## src/hdl/ffh_regs.svh

```systemverilog
// Offsets, field positions, reset values and codes of the fault flag block
`ifndef FFH_REGS_SVH
`define FFH_REGS_SVH

// ****************************************
// Register indices and byte addresses
// ****************************************
`define FFH_IDX_FLAGS 16'h1001
`define FFH_IDX_COUNT 16'h1003
`define FFH_ADDR_FLAGS ({16'h0000, `FFH_IDX_FLAGS} << 2)
`define FFH_ADDR_COUNT ({16'h0000, `FFH_IDX_COUNT} << 2)
`define FFH_ADDR_SLOT1 32'h0000_4010
`define FFH_ADDR_SLOT8 32'h0000_402c
`define FFH_ADDR_IRQ_STAT 32'h0000_4040
`define FFH_ADDR_IRQ_MASK 32'h0000_4044

// ****************************************
// Fault flag fields
// ****************************************
`define FFH_NUM_FLAGS 8
`define FFH_BIT_OVERALL 0
`define FFH_BIT_AMPERAGE 1
`define FFH_BIT_SUPPLY 2
`define FFH_BIT_TEMPERATURE 3
`define FFH_BIT_LINK 4
`define FFH_BIT_DEVICE_CLASS 5
`define FFH_BIT_SPARE 6
`define FFH_BIT_VENDOR_ROT 7
`define FFH_FLAGS_RESET 8'h00

// ****************************************
// History record and stack
// ****************************************
`define FFH_DEPTH 8
`define FFH_REC_NUM_LSB 24
`define FFH_REC_CLASS_LSB 16
`define FFH_REC_CODE_LSB 0
`define FFH_COUNT_RESET 8'h00
`define FFH_COUNT_MAX 8'hff
`define FFH_SLOT_RESET 32'h0000_0000
`define FFH_ABORT_NO_DATA 32'h0800_0024

// ****************************************
// Interrupt status bits
// ****************************************
`define FFH_IRQ_W 3
`define FFH_IRQ_NEW_REC 0
`define FFH_IRQ_REFUSED 1
`define FFH_IRQ_FLAG_CHG 2

`endif

```

## src/hdl/ffh_pkg.sv

```systemverilog
// Types shared by the fault flag and error history modules
package ffh_pkg;
`include "ffh_regs.svh"

    // Kind of bus access held over into the data phase
    typedef enum logic [1:0] {
        FFH_ACC_NONE = 2'b00,
        FFH_ACC_READ = 2'b01,
        FFH_ACC_WRITE = 2'b10
    } ffh_acc_e;

    // State of the history stack
    typedef struct packed {
        logic [`FFH_DEPTH-1:0][31:0] slot;
    } ffh_hist_s;

    // State of the register front end
    typedef struct packed {
        logic [7:0] flags;
        logic [7:0] count;
        logic [`FFH_IRQ_W-1:0] irq_stat;
        logic [`FFH_IRQ_W-1:0] irq_mask;
        ffh_acc_e phase;
        logic [31:0] wr_addr;
        logic [31:0] rdata;
    } ffh_top_s;

endpackage

```

## src/hdl/ffh_history.sv

```systemverilog
// Eight-deep error history stack, newest record in slot 0
module ffh_history
    import ffh_pkg::*;
(
    input wire logic hclk, // System clock
    input wire logic hresetn, // Asynchronous reset, active low
    input wire logic push, // Insert a record this cycle
    input wire logic [31:0] push_rec, // Record to insert
    input wire logic clear, // Empty the stack
    input wire logic [2:0] rd_sel, // Slot to read, 0 is newest
    output logic [31:0] rd_rec // Selected record
);

    ffh_hist_s st_r;
    ffh_hist_s st_nxt;

    // ****************************************
    // Shift and insert
    // ****************************************
    // A clear empties every slot first, so a record pushed in the same
    // cycle still lands as the single newest entry
    always_comb begin
        st_nxt = st_r;
        if (clear) begin
            for (int i = 0; i < `FFH_DEPTH; i++) begin
                st_nxt.slot[i] = `FFH_SLOT_RESET;
            end
        end
        if (push) begin
            // Older slots move back by one, the last one falls off
            for (int i = `FFH_DEPTH - 1; i > 0; i--) begin
                st_nxt.slot[i] = clear ? `FFH_SLOT_RESET : st_r.slot[i-1];
            end
            st_nxt.slot[0] = push_rec;
        end
    end

    // State register
    always_ff @(posedge hclk or negedge hresetn) begin
        if (!hresetn) begin
            st_r <= '0;
        end else begin
            st_r <= st_nxt;
        end
    end

    assign rd_rec = st_r.slot[rd_sel];

endmodule

```

## src/hdl/ffh_top.sv

```systemverilog
// Fault flag register and error history with an AHB-Lite register slave
//
// Contract
// Flag follows its cause, clears when gone
// Eight flag bits, bit six reads zero
// Bit seven flags wrong rotation direction
// Bit five reports device profile errors
// History holds up to eight 32-bit records
// New record goes into newest slot
// Older records shift back one place first
// Record in the oldest slot is dropped
// Position zero reports errors recorded so far
// Empty history read refused with abort code
// Writing zero to count restarts counting
// Record is number, class, sixteen-bit code
// Class byte equals flags at recording time
// Several flags may stand independently together
//
// Implementation choice: the AHB-Lite interface to the registers.
module ffh_top
    import ffh_pkg::*;
(
    input wire logic hclk, // System clock, 10 MHz
    input wire logic hresetn, // Asynchronous reset, active low
    input wire logic hsel, // Slave select
    input wire logic [31:0] haddr, // Byte address
    input wire logic [1:0] htrans, // Transfer type
    input wire logic hwrite, // High for write
    input wire logic [2:0] hsize, // Transfer size, word only
    input wire logic [31:0] hwdata, // Write data
    input wire logic hready, // Bus ready in
    output logic [31:0] hrdata, // Read data
    output logic hreadyout, // Slave ready out
    output logic hresp, // Response, always OKAY
    input wire logic [7:0] fault_cond, // Live error conditions per class
    input wire logic rec_valid, // Pulse: record a new error
    input wire logic [7:0] rec_number, // Error number of the new record
    input wire logic [15:0] rec_code, // Error code of the new record
    output logic [7:0] fault_flags, // Current fault flag register
    output logic [7:0] error_history_count, // Errors recorded so far
    output logic history_empty, // High while no record is held
    output logic irq // Level interrupt
);

    // ****************************************
    // State and local signals
    // ****************************************
    ffh_top_s st_r;
    ffh_top_s st_nxt;

    logic [7:0] flags_live;
    logic addr_phase;
    logic rd_take;
    logic wr_take;
    logic slot_hit;
    logic [31:0] slot_off;
    logic [2:0] slot_sel;
    logic [31:0] slot_rec;
    logic [31:0] new_rec;
    logic refused;
    logic stat_rd;
    logic count_clear;
    logic [`FFH_IRQ_W-1:0] irq_set;
    logic [`FFH_IRQ_W-1:0] irq_clr;
    logic [31:0] rd_value;

    // ****************************************
    // Fault flags
    // ****************************************
    // Each flag other than the spare bit tracks its own cause, so any mix may stand at once
    genvar gi;
    generate
        for (gi = 0; gi < `FFH_NUM_FLAGS; gi++) begin : g_flag
            if (gi == `FFH_BIT_SPARE) begin : g_spare
                // Spare position never reports anything
                assign flags_live[gi] = 1'b0;
            end else begin : g_live
                // Set while the cause stands, gone with it
                assign flags_live[gi] = fault_cond[gi];
            end
        end
    endgenerate

    // Named views of the class inputs that carry special meaning
    logic device_class_fault_flag;
    logic vendor_rotation_fault_flag;
    assign device_class_fault_flag = flags_live[`FFH_BIT_DEVICE_CLASS];
    assign vendor_rotation_fault_flag = flags_live[`FFH_BIT_VENDOR_ROT];

    // ****************************************
    // New history record
    // ****************************************
    // Class byte is the flag register as it stands when the error lands
    assign new_rec = {rec_number, st_r.flags, rec_code};

    // ****************************************
    // Bus address phase
    // ****************************************
    // A transfer is taken when selected, NONSEQ or SEQ (htrans[1] set) and the bus is ready
    assign addr_phase = hsel && htrans[1] && hready;
    assign rd_take = addr_phase && !hwrite;
    assign wr_take = addr_phase && hwrite;

    // Slot decode: eight aligned words from the first slot address
    assign slot_off = haddr - `FFH_ADDR_SLOT1;
    assign slot_hit = (haddr >= `FFH_ADDR_SLOT1) && (haddr <= `FFH_ADDR_SLOT8)
        && (haddr[1:0] == 2'b00);
    assign slot_sel = slot_off[4:2];

    // An empty history answers any slot read with the abort code
    assign refused = rd_take && slot_hit && (st_r.count == `FFH_COUNT_RESET);

    // Reading the status register clears it
    assign stat_rd = rd_take && (haddr == `FFH_ADDR_IRQ_STAT);

    // ****************************************
    // Read data selection
    // ****************************************
    // Unmapped and reserved locations read as zero
    always_comb begin
        rd_value = 32'h0000_0000;
        if (haddr == `FFH_ADDR_FLAGS) begin
            rd_value = {24'h00_0000, st_r.flags};
        end else if (haddr == `FFH_ADDR_COUNT) begin
            rd_value = {24'h00_0000, st_r.count};
        end else if (slot_hit) begin
            if (st_r.count == `FFH_COUNT_RESET) begin
                rd_value = `FFH_ABORT_NO_DATA;
            end else begin
                rd_value = slot_rec;
            end
        end else if (haddr == `FFH_ADDR_IRQ_STAT) begin
            rd_value = {29'h0000_0000, st_r.irq_stat};
        end else if (haddr == `FFH_ADDR_IRQ_MASK) begin
            rd_value = {29'h0000_0000, st_r.irq_mask};
        end else begin
            rd_value = 32'h0000_0000;
        end
    end

    // ****************************************
    // Data phase writes
    // ****************************************
    // Only a zero written to the count is accepted; it empties the history
    assign count_clear = (st_r.phase == FFH_ACC_WRITE)
        && (st_r.wr_addr == `FFH_ADDR_COUNT)
        && (hwdata[7:0] == 8'h00);

    // ****************************************
    // Interrupt events
    // ****************************************
    always_comb begin
        irq_set = '0;
        irq_set[`FFH_IRQ_NEW_REC] = rec_valid;
        irq_set[`FFH_IRQ_REFUSED] = refused;
        irq_set[`FFH_IRQ_FLAG_CHG] = (flags_live != st_r.flags);
        irq_clr = stat_rd ? st_r.irq_stat : '0;
    end

    // ****************************************
    // History stack
    // ****************************************
    ffh_history u_history (
        .hclk(hclk),
        .hresetn(hresetn),
        .push(rec_valid),
        .push_rec(new_rec),
        .clear(count_clear),
        .rd_sel(slot_sel),
        .rd_rec(slot_rec)
    );

    // ****************************************
    // Next state
    // ****************************************
    always_comb begin
        st_nxt = st_r;

        // Flags follow the live causes every cycle
        st_nxt.flags = flags_live;
        st_nxt.flags[`FFH_BIT_DEVICE_CLASS] = device_class_fault_flag;
        st_nxt.flags[`FFH_BIT_VENDOR_ROT] = vendor_rotation_fault_flag;

        // Count restarts on a zero write, counts each record, saturates
        if (count_clear) begin
            st_nxt.count = `FFH_COUNT_RESET;
        end
        if (rec_valid) begin
            if (count_clear) begin
                st_nxt.count = 8'h01;
            end else if (st_r.count != `FFH_COUNT_MAX) begin
                st_nxt.count = st_r.count + 8'h01;
            end
        end

        // Sticky status: a new event wins over the read clear
        st_nxt.irq_stat = (st_r.irq_stat & ~irq_clr) | irq_set;

        // Mask register write in the data phase
        if ((st_r.phase == FFH_ACC_WRITE) && (st_r.wr_addr == `FFH_ADDR_IRQ_MASK)) begin
            st_nxt.irq_mask = hwdata[`FFH_IRQ_W-1:0];
        end

        // Track the phase of the bus transfer
        if (wr_take) begin
            st_nxt.phase = FFH_ACC_WRITE;
            st_nxt.wr_addr = haddr;
        end else if (rd_take) begin
            st_nxt.phase = FFH_ACC_READ;
            st_nxt.rdata = rd_value;
        end else if (hready) begin
            st_nxt.phase = FFH_ACC_NONE;
        end
    end

    // State register
    always_ff @(posedge hclk or negedge hresetn) begin
        if (!hresetn) begin
            st_r.flags <= `FFH_FLAGS_RESET;
            st_r.count <= `FFH_COUNT_RESET;
            st_r.irq_stat <= '0;
            st_r.irq_mask <= '0;
            st_r.phase <= FFH_ACC_NONE;
            st_r.wr_addr <= 32'h0000_0000;
            st_r.rdata <= 32'h0000_0000;
        end else begin
            st_r <= st_nxt;
        end
    end

    // ****************************************
    // Outputs
    // ****************************************
    // Zero wait states and an OKAY answer on every transfer
    assign hreadyout = 1'b1;
    assign hresp = 1'b0;
    assign hrdata = st_r.rdata;
    assign fault_flags = st_r.flags;
    assign error_history_count = st_r.count;
    assign history_empty = (st_r.count == `FFH_COUNT_RESET);
    assign irq = |(st_r.irq_stat & st_r.irq_mask);

endmodule

```

## config.mk

```make
export PLATFORM = sky130hd
export DESIGN_NAME = ffh_top
export DESIGN_NICKNAME = d
export VERILOG_FILES = /design/src/hdl/ffh_pkg.sv /design/src/hdl/ffh_history.sv /design/src/hdl/ffh_top.sv
export VERILOG_INCLUDE_DIRS = /design/src /design/src/hdl
export SDC_FILE = /design/constraint.sdc
export NUM_CORES = 1
export LEC_CHECK = 0
export BUFFER_PORTS_ARGS = -buffer_cell sky130_fd_sc_hd__buf_2
export CAP_MARGIN = 25
export CELL_PAD_IN_SITES_DETAIL_PLACEMENT = 0
export CELL_PAD_IN_SITES_GLOBAL_PLACEMENT = 2
export CORE_MARGIN = 2
export CORE_UTILIZATION = 43
export DETAILED_ROUTE_END_ITERATION = 7
export GPL_TIMING_DRIVEN = 0
export PLACE_DENSITY_LB_ADDON = 0.1
export SYNTH_ARGS = -nofsm -noshare
export SYNTH_HDL_FRONTEND = slang
export SYNTH_SLANG_ARGS = --single-unit
```

## constraint.sdc

```tcl
create_clock -name hclk -period 3.8 [get_ports hclk]
set_clock_uncertainty 0.2 [all_clocks]
set_input_delay 0.19 -clock hclk [delete_from_list [all_inputs] [get_ports hclk]]
set_output_delay 0.19 -clock hclk [all_outputs]
set_load 0.01 [all_outputs]
```

# Word-level counts from Yosys, hierarchy flattened
# Cells that the tools add are included.
dict set report totals {
  wordCells 79
  inputBits 107
  output_inout_bits 52
  reg_bits 343
}
dict set report op_classes {
  n_eq_ne 9
  n_reduce_logical 20
  add_sub_neg 2
  n_lt_le_gt_ge 3
  bitwise_logic 5
  n_mux 25
}
# operator n
set op_table {}
lappend op_table {{$mux W256} 2}
lappend op_table {{$mux W32} 12}
lappend op_table {{$eq A32 B15 Y1 const B} 6}
lappend op_table {{$bmux W32 S3} 1}
lappend op_table {{$ge A32 B15 Y1 const B} 1}
lappend op_table {{$le A32 B15 Y1 const B} 1}
lappend op_table {{$mux W8} 4}
lappend op_table {{$logic_not A8 Y1} 2}
lappend op_table {{$logic_and A1 B1 Y1} 12}
lappend op_table {{$mux W3} 3}
lappend op_table {{$add A8 B1 Y8 const B} 1}
lappend op_table {{$ne A8 B8 Y1 const B} 1}
lappend op_table {{$ne A7 B7 Y1} 1}
lappend op_table {{$and A3 B3 Y3} 2}
lappend op_table {{$mux W2} 3}
lappend op_table {{$sub A5 B5 Y5 const B} 1}
lappend op_table {{$lt A3 B4 Y1 const B} 1}
lappend op_table {{$not A3 Y3} 1}
lappend op_table {{$or A3 B3 Y3} 1}
lappend op_table {{$reduce_bool A3 Y1} 1}
lappend op_table {{$reduce_or A3 Y1} 1}
lappend op_table {{$eq A2 B2 Y1 const B} 1}
lappend op_table {{$logic_not A2 Y1} 1}
lappend op_table {{$reduce_and A2 Y1} 1}
lappend op_table {{other kinds (3)} 3}

# Logic depth before layout (Yosys ltp)
# Gate-level depths: netlist of run 1.
dict set report logic_depth {
  ltp_word 8
  ltp_mapped 8
}

# Modules after synthesis
# A second synthesis of run 1 with hierarchy kept.
dict set report unflattened {
  hier_cells 1300
  area_unflattened_um2 16469.5
}
# module n_inst cells_per_inst area_each_um2 seq_area_each_um2
set by_module_without_submodules {}
lappend by_module_without_submodules {ffh_history 1 908 12080.3 6406.1}
lappend by_module_without_submodules {ffh_top 1 392 4389.2 2177.1}

# Least setup slack after synthesis of run 1
# Ideal clock, no wire load.
dict set report synth_timing {
  kind {reg-to-reg}
  startpoint {reg st_r (netlist bit error_history_count[0])}
  endpoint {reg st_r (netlist bit hrdata[1])}
  path_slack_ps 1600
  stages_incl_launch_ff 9
  setup_time_ps 133
  required_time_ps 3467
  t_arrival_ps 1867
  path_cell_list {dfrtp_1 inv_1 ha_1 or4b_2 nor4_4 buf_4 o41ai_1 nand4_1 a21oi_1}
}
dict set report synth_between {
  elab_chain_len 5
}
# item line
set synth_lines {}
lappend synth_lines {{start: declaration} ffh_top.sv:48} ;# ffh_top_s st_r;
lappend synth_lines {{start signal: assignment} ffh_top.sv:227} ;# st_r <= st_nxt;
lappend synth_lines {{$logic_not A8 Y1 (no source line)} --}
lappend synth_lines {{net history_empty} ffh_top.sv:41} ;# output logic history_empty,
lappend synth_lines {{$mux W32} ffh_top.sv:127} ;# if (st_r.count == `FFH_COUNT_RESET) begin
lappend synth_lines {{$mux W32} ffh_top.sv:126} ;# end else if (slot_hit) begin
lappend synth_lines {{$mux W32} ffh_top.sv:124} ;# end else if (haddr == `FFH_ADDR_COUNT) begin
lappend synth_lines {{$mux W32} ffh_top.sv:122} ;# if (haddr == `FFH_ADDR_FLAGS) begin
# The timed path passes the listed nets, and every way through them passes these cells.
# A chain may end at the register's enable or synchronous reset.

# Worst setup path in the final report of run 1
dict set report layout_timing {
  startpoint {reg st_r[39] in the netlist's numbering}
  endpoint {reg u_history.st_r[34] in the netlist's numbering}
}
dict set report layout_between {
  elab_chain_len 5
}
# item line
set layout_lines {}
lappend layout_lines {{$eq A32 B15 Y1 (no source line) (*)} --}
lappend layout_lines {{$logic_and A1 B1 Y1 (*) (2 in a row)} ffh_top.sv:145} ;# assign count_clear = (st_r.phase == FFH_ACC_WRITE)
lappend layout_lines {{$mux W32} ffh_history.sv:32} ;# st_nxt.slot[i] = clear ? `FFH_SLOT_RESET : st_r.slot[i-1];
lappend layout_lines {{$mux W256} ffh_history.sv:29} ;# if (push) begin
lappend layout_lines {{end signal: assignment} ffh_history.sv:43} ;# st_r <= st_nxt;
lappend layout_lines {{end: declaration} ffh_history.sv:14} ;# ffh_hist_s st_r;
# Every way passes the cells marked *; elsewhere a longest branch is shown, timed or not.

==> flow_metrics.env, run 1 <==
export IMPL_reg2reg_slack_ns=0.68
export IMPL_tightestPinTransition_ns=1.05
export IMPL_grt_usage_pct=24.1
export IMPL_worstSkewPairLatency_ns=0.54
export IMPL_port_buffers=121
export IMPL_leakagePower_nw=9.40
export IMPL_min_period_ns=3.12
export IMPL_die_h_um=197
export IMPL_worstSetupEndpointType="flip-flop"
export IMPL_via_per_inst=5.32
export IMPL_drt_iter0_drc=717
export IMPL_timing_hold_ws_ns=0.0103
export IMPL_num_vias=11031
export IMPL_seq_area_frac_synth_pct=52.2
export IMPL_syn_avg_cell_area_um2=11.9
export IMPL_yosys_area_top_type="dfrtp_1"
export IMPL_ir_drop_uv=337
export IMPL_drc=0
export IMPL_htree_levels=2
export IMPL_final_common_cell="dfrtp_1"
export IMPL_synth_area_um2=16000
export IMPL_ys_async_sr_fraction_pct=100
export IMPL_wl_per_cell_um=21.9
export IMPL_critPathMaxFanout=10
export IMPL_timing_rr_start="st_r[39]"
export IMPL_worstHoldPathType="primary input to flip-flop"
export IMPL_hold_viol=0
export IMPL_drive_gt1_share_pct=25.0
export IMPL_die_area_um2=38800
export IMPL_synth_distinct_cells=53
export IMPL_power_total_mw=10.6
export IMPL_grt_pass1_vias=11152
export IMPL_synth_cells=1343
export IMPL_ios=159
export IMPL_endpoint="u_history.st_r[34]"
export IMPL_globalRouteOverflowTotal=0
export IMPL_critPathLaunchType="flip-flop"
export IMPL_numClockSinks=334
export IMPL_die_width_um=197
export IMPL_regToRegEndpoint="u_history.st_r[34]"
export IMPL_internal_power_mw=7.61
export IMPL_synth_seq_cells=334
export IMPL_synth_area_leaders="dfrtp_1, mux2i_1, mux4_2"
export IMPL_cts_buffers=39
export IMPL_finalCritPeriodShare_pct=82.0
export IMPL_cp_arrival_ns=3.32
export IMPL_synth_edff_count=0
export IMPL_finalSetupViolCount=0
export IMPL_wirelength_um=45400
export IMPL_cp_data_required_time_ns=4.01
export IMPL_max_freq_mhz=321
export IMPL_cts_buffer_depth=3
export IMPL_critical_path_class="flip-flop to flip-flop"
export IMPL_pwr_share_clk_pct=35.4
export IMPL_initial_core_util_pct=43.7
export IMPL_yosysWarnings=0
export IMPL_switchingPower_mw=2.95
export IMPL_status="finished clean"
export IMPL_clockRootBuffer="clkbuf_16"
export IMPL_postCtsSetupBuffers=0
export IMPL_ff_latch_area_um2=8360
export IMPL_rsz0062_at_grt="false"
export IMPL_drt_pass1_iterations=5
export IMPL_layout_common_cells="dfrtp_1, mux2i_1, nor2_1"
export IMPL_grt_max_degree=99
export IMPL_cap_violations=0
export IMPL_gp_congestion=0.775
export IMPL_fp_row_count=70
export IMPL_multi_input_area_um2=6790
export IMPL_p_seq_share_pct=46.6
export IMPL_swShare_pct=27.9
export IMPL_slew_viol_final=0
export IMPL_area_delta_synth_final_pct=20.3
export IMPL_antenna_found_initial=1
export IMPL_fill_cells=3285
export IMPL_clk_pin_slew_worst_paths_ns=0.06
export IMPL_rr_worst_depth=6
export IMPL_max_slew_margin_pct=29.7
export IMPL_dp_hpwl_um=30900
export IMPL_drt_antenna_violating_nets=0
export IMPL_combPwrFrac_pct=17.9
export IMPL_fin_nets=1687
export IMPL_antenna_cells=0
export IMPL_cp_startpoint="st_r[39]"
export IMPL_power_density_nw_per_um2=548
export IMPL_grt_pass1_wl_um=69900
export IMPL_coreArea_um2=36600
export IMPL_netlist_area_leader_share_pct=52.2
export IMPL_cts_tree="done"
export IMPL_synth_flop_cell="dfrtp_1"
-- sequential cells by signal (all words and copies together), names as in the netlist --
name                 cells
hrdata                  31
u_history.st_r         248
st_r                    40
fault_flags              7
error_history_count      8
-- routing by layer --
metal	GRT usage [%]	vias to the layer above	part of all wire [%]
met5	0	-	0
met4	5.18	0	1.4
met3	3.41	46	5.0
met2	38.5	259	47
met1	35.0	5608	46
li1	-	5118	-
-- synthesized netlist by cell type (8+ instances only) --
library cell / n
mux4_2: 41
mux2_2: 35
buf_4: 56
o21ai_2: 20
o41ai_1: 8
inv_1: 10
o21ai_0: 38
mux2i_1: 249
dfrtp_1: 334
nand2b_1: 8
nand2_1: 99
buf_2: 32
nor4_1: 15
clkbuf_1: 43
nand4_1: 11
xnor2_1: 9
nor2_1: 234
mux4_4: 19
-- cell families after synthesis --
group / Yosys count / share of synthesized area, %
AO/OA/AOI/OAI: 94 / 3.93
XOR/XNOR: 13 / 0.711
adder cells (fa/ha/maj): 2 / 0.156
buffers and inverters: 155 / 5.49
flip-flops: 334 / 52.2
multiplexers: 344 / 26.8
other: 2 / 0.0469
AND/OR/NAND/NOR: 399 / 10.7
-- worst max-delay path: stages, from the launching register on --
cell     delay, ns
dfrtp_1       0.39
nor4_1        0.33
nand4_1       0.25
nor3_2        0.88
buf_2         0.43
buf_2         0.40
nor2_1        0.09
-- cell type report --
type,count,area share [%]
Timing Repair Buffer,192,7.14
Inverter,10,0.195
Buffer,145,4.37
Clock buffer,62,6.31
Clock inverter,8,0.338
Tap cell,468,3.04
Multi-Input combinational cell,856,35.2
Sequential cell,334,43.4
-- worst min path at each step --
stage,startpoint,to,depth (start not counted)
detailed placement,hresetn,hrdata[19],1
CTS,htrans[1],st_r[48],3
global route,htrans[1],st_r[48],3
finish,htrans[1],st_r[48],3
global placement,fault_cond[2],fault_flags[2],1
floorplan,hresetn,error_history_count[0],0
-- power by group through the flow --
stage	sequential (mW)	combinational, mW	clock, mW
final	4.92	1.89	3.74
after global routing	5.03	2.12	3.98
after CTS	4.92	1.92	3.83
after detailed placement	4.97	1.86	0
after global placement	4.95	1.81	0
after floorplan	4.77	1.40	0
-- per-stage QoR --
step / instances / TNS [ns] / instance area [um2] / setup WS [ns] / utilization [%]
2_1_floorplan: 1345 / 0 / 16000 / 1.60 / -
5_1_grt: 2075 / 0 / 19300 / 0.561 / 52.6
3_3_place_gp: 1934 / -1439.33 / 17200 / -4.35 / 47.0
3_5_place_dp: 1938 / 0 / 17300 / 0.695 / 47.3
6_report: 2075 / 0 / 19300 / 0.685 / 52.6
4_1_cts: 2074 / 0 / 19300 / 0.684 / 52.6
-- repair_timing --
| item | in CTS | in global routing |
|---|---|---|
| endpoints found under the hold margin | 167 | 0 |
| hold buffers | 66 | 0 |
| resized for setup | 0 | 0 |
No activity file was read; power rests on OpenSTA's default activity.
==> run 2: changes to the inputs <==
CORE_UTILIZATION = 36   (was 43)
clock period = 2.8 ns   (was 3.8 ns; I/O delays follow)
==> flow_metrics.env, run 2 (synthesized netlist as in run 1, its figures left out) <==
export IMPL_via_per_inst=4.99
export IMPL_max_freq_mhz=380
export IMPL_cp_data_required_time_ns=3.01
export IMPL_tightestPinTransition_ns=1.09
export IMPL_met3WireLength_um=1710
export IMPL_grt_usage_pct=21.4
export IMPL_setup_slack_ns=0.165
export IMPL_status="finished clean"
export IMPL_largest_reg_flops=248
export IMPL_worstSetupEndpointType="flip-flop"
export IMPL_critPathMaxStageDelay_ns=0.39
export IMPL_worstSkewPairLatency_ns=0.56
export IMPL_cp_arrival_ns=2.85
export IMPL_die_h_um=215
export IMPL_cts_tree="done"
export IMPL_port_buffers=121
export IMPL_clockRootBuffer="clkbuf_16"
export IMPL_grt_max_degree=109
export IMPL_drive_gt1_share_pct=25.5
export IMPL_whs_path_depth=4
export IMPL_antenna_found_initial=1
export IMPL_wirelength_um=48100
export IMPL_setup_tns_final_ns=0
export IMPL_top_layer_used="met4"
export IMPL_drt_iter0_drc=603
export IMPL_hp_start="htrans[1]"
export IMPL_combPwrFrac_pct=18.3
export IMPL_layout_common_cells="dfrtp_1, mux2i_1, nor2_1"
export IMPL_place_area_um2=17500
export IMPL_grt_pass1_wl_um=74200
export IMPL_regMostFlops="u_history.st_r"
export IMPL_die_area_um2=46200
export IMPL_final_common_cell="dfrtp_1"
export IMPL_grt_pass1_vias=11499
export IMPL_reg2reg_slack_ns=0.17
export IMPL_gp_congestion=0.763
export IMPL_timing_rr_start="st_r[39]"
export IMPL_worstHoldPathType="primary input to flip-flop"
export IMPL_fp_row_count=77
export IMPL_htree_levels=2
export IMPL_hold_end="st_r[70]"
export IMPL_drt_antenna_violating_nets=0
export IMPL_p_seq_share_pct=46.5
export IMPL_leakagePower_nw=9.48
export IMPL_wl_met1_um=23000
export IMPL_slew_viol_final=0
export IMPL_globalRouteOverflowTotal=0
export IMPL_timing_hold_ws_ns=0.0351
export IMPL_max_slew_margin_pct=27.3
export IMPL_critPathMaxFanout=10
export IMPL_die_width_um=215
export IMPL_internal_power_mw=10.3
export IMPL_rsz0062_at_grt="false"
export IMPL_route_met2_wl_um=22300
export IMPL_hold_viol=0
export IMPL_area_delta_synth_final_pct=22.1
export IMPL_clk_pin_slew_worst_paths_ns=0.06
export IMPL_wl_per_cell_um=21.8
export IMPL_coreArea_um2=44000
export IMPL_ios=159
export IMPL_min_period_ns=2.63
export IMPL_numClockSinks=334
export IMPL_fin_nets=1701
export IMPL_drt_pass1_iterations=5
export IMPL_cts_buffer_depth=3
export IMPL_pre_cts_slack_ns=-0.371
export IMPL_initial_core_util_pct=36.4
export IMPL_cap_violations=0
export IMPL_switchingPower_mw=4.05
export IMPL_power_density_nw_per_um2=734
export IMPL_dp_hpwl_um=32500
export IMPL_swShare_pct=28.2
export IMPL_final_area_um2=19600
export IMPL_crit_path_cell_trace="nor4_1, nand4_1, nor3_4, buf_12, clkbuf_1, buf_2, nor2_1"
export IMPL_regToRegEndpoint="u_history.st_r[67]"
export IMPL_finalCritPeriodShare_pct=94.1
export IMPL_cts_buffers=39
export IMPL_critPathLaunchType="flip-flop"
export IMPL_drc=0
export IMPL_pwr_share_clk_pct=35.2
export IMPL_finalSetupViolCount=0
export IMPL_ir_drop_uv=352
export IMPL_critical_path_class="flip-flop to flip-flop"
export IMPL_num_vias=11021
export IMPL_slowest_stage="dfrtp_1"
export IMPL_power_total_mw=14.4
export IMPL_rr_worst_depth=7
export IMPL_antenna_cells=0
## run 2: how the worst max path moves through the flow
stage                            from            endpoint  slack (ns)  cells after the start
6_report                     st_r[39]  u_history.st_r[67]        0.17                      7
5_1_grt                      st_r[39]  u_history.st_r[31]        0.05                      7
3_5_place_dp                 st_r[49]  u_history.st_r[36]       -0.37                      6
3_3_place_gp                  hresetn   u_history.st_r[3]       -5.57                      1
4_1_cts                      st_r[49]   u_history.st_r[3]       0.005                      7
2_1_floorplan  error_history_count[0]           hrdata[1]        0.60                      8
## run 2: metal layers
metal  global-route usage, %  vias up
met3                    3.24       56
met2                    33.3      189
met5                       0        -
met4                    6.60        0
li1                        -     5146
met1                    30.9     5630
## run 2: metrics by stage
step,instances,util [%]
after floorplan,1345,-
after global placement,2058,39.4
after detailed placement,2062,39.7
final,2207,44.4
after CTS,2205,44.3
after global routing,2207,44.4
## run 2: what timing repair did
item | CTS | global route
hold buffers | 74 | 0
setup buffers | 5 | 1
endpoints found under the setup margin | 236 | 31
pin swaps | 2 | 2
cloned | 0 | 0
endpoints found under the hold margin | 211 | 0
resized for setup | 5 | 5
## run 2: cell type report
class | instances | area, um2
inverter | 10 | 37.5
sequential | 334 | 8360
buffer | 145 | 850
tap | 592 | 741
timing repair buffer | 206 | 1530
fill | 4247 | 24500
multi-input combinational | 856 | 6790
clock inverter | 8 | 65.1
clock buffer | 56 | 1180
## run 2: critical path: cells and delay by family, from the launching register on
| kind | cells | cell delay, ns |
|---|---|---|
| and+or+nand+nor | 4 | 1.02 |
| buffers and inverters | 3 | 0.87 |
| DFF | 1 | 0.39 |
## run 2: power groups by stage
stage,combinational [mW],sequential [mW],clock (mW)
floorplan,1.90,6.47,0
finish,2.62,6.68,5.05
global placement,2.49,6.74,0
detailed placement,2.55,6.76,0
global route,2.93,6.82,5.40
CTS,2.67,6.67,5.20
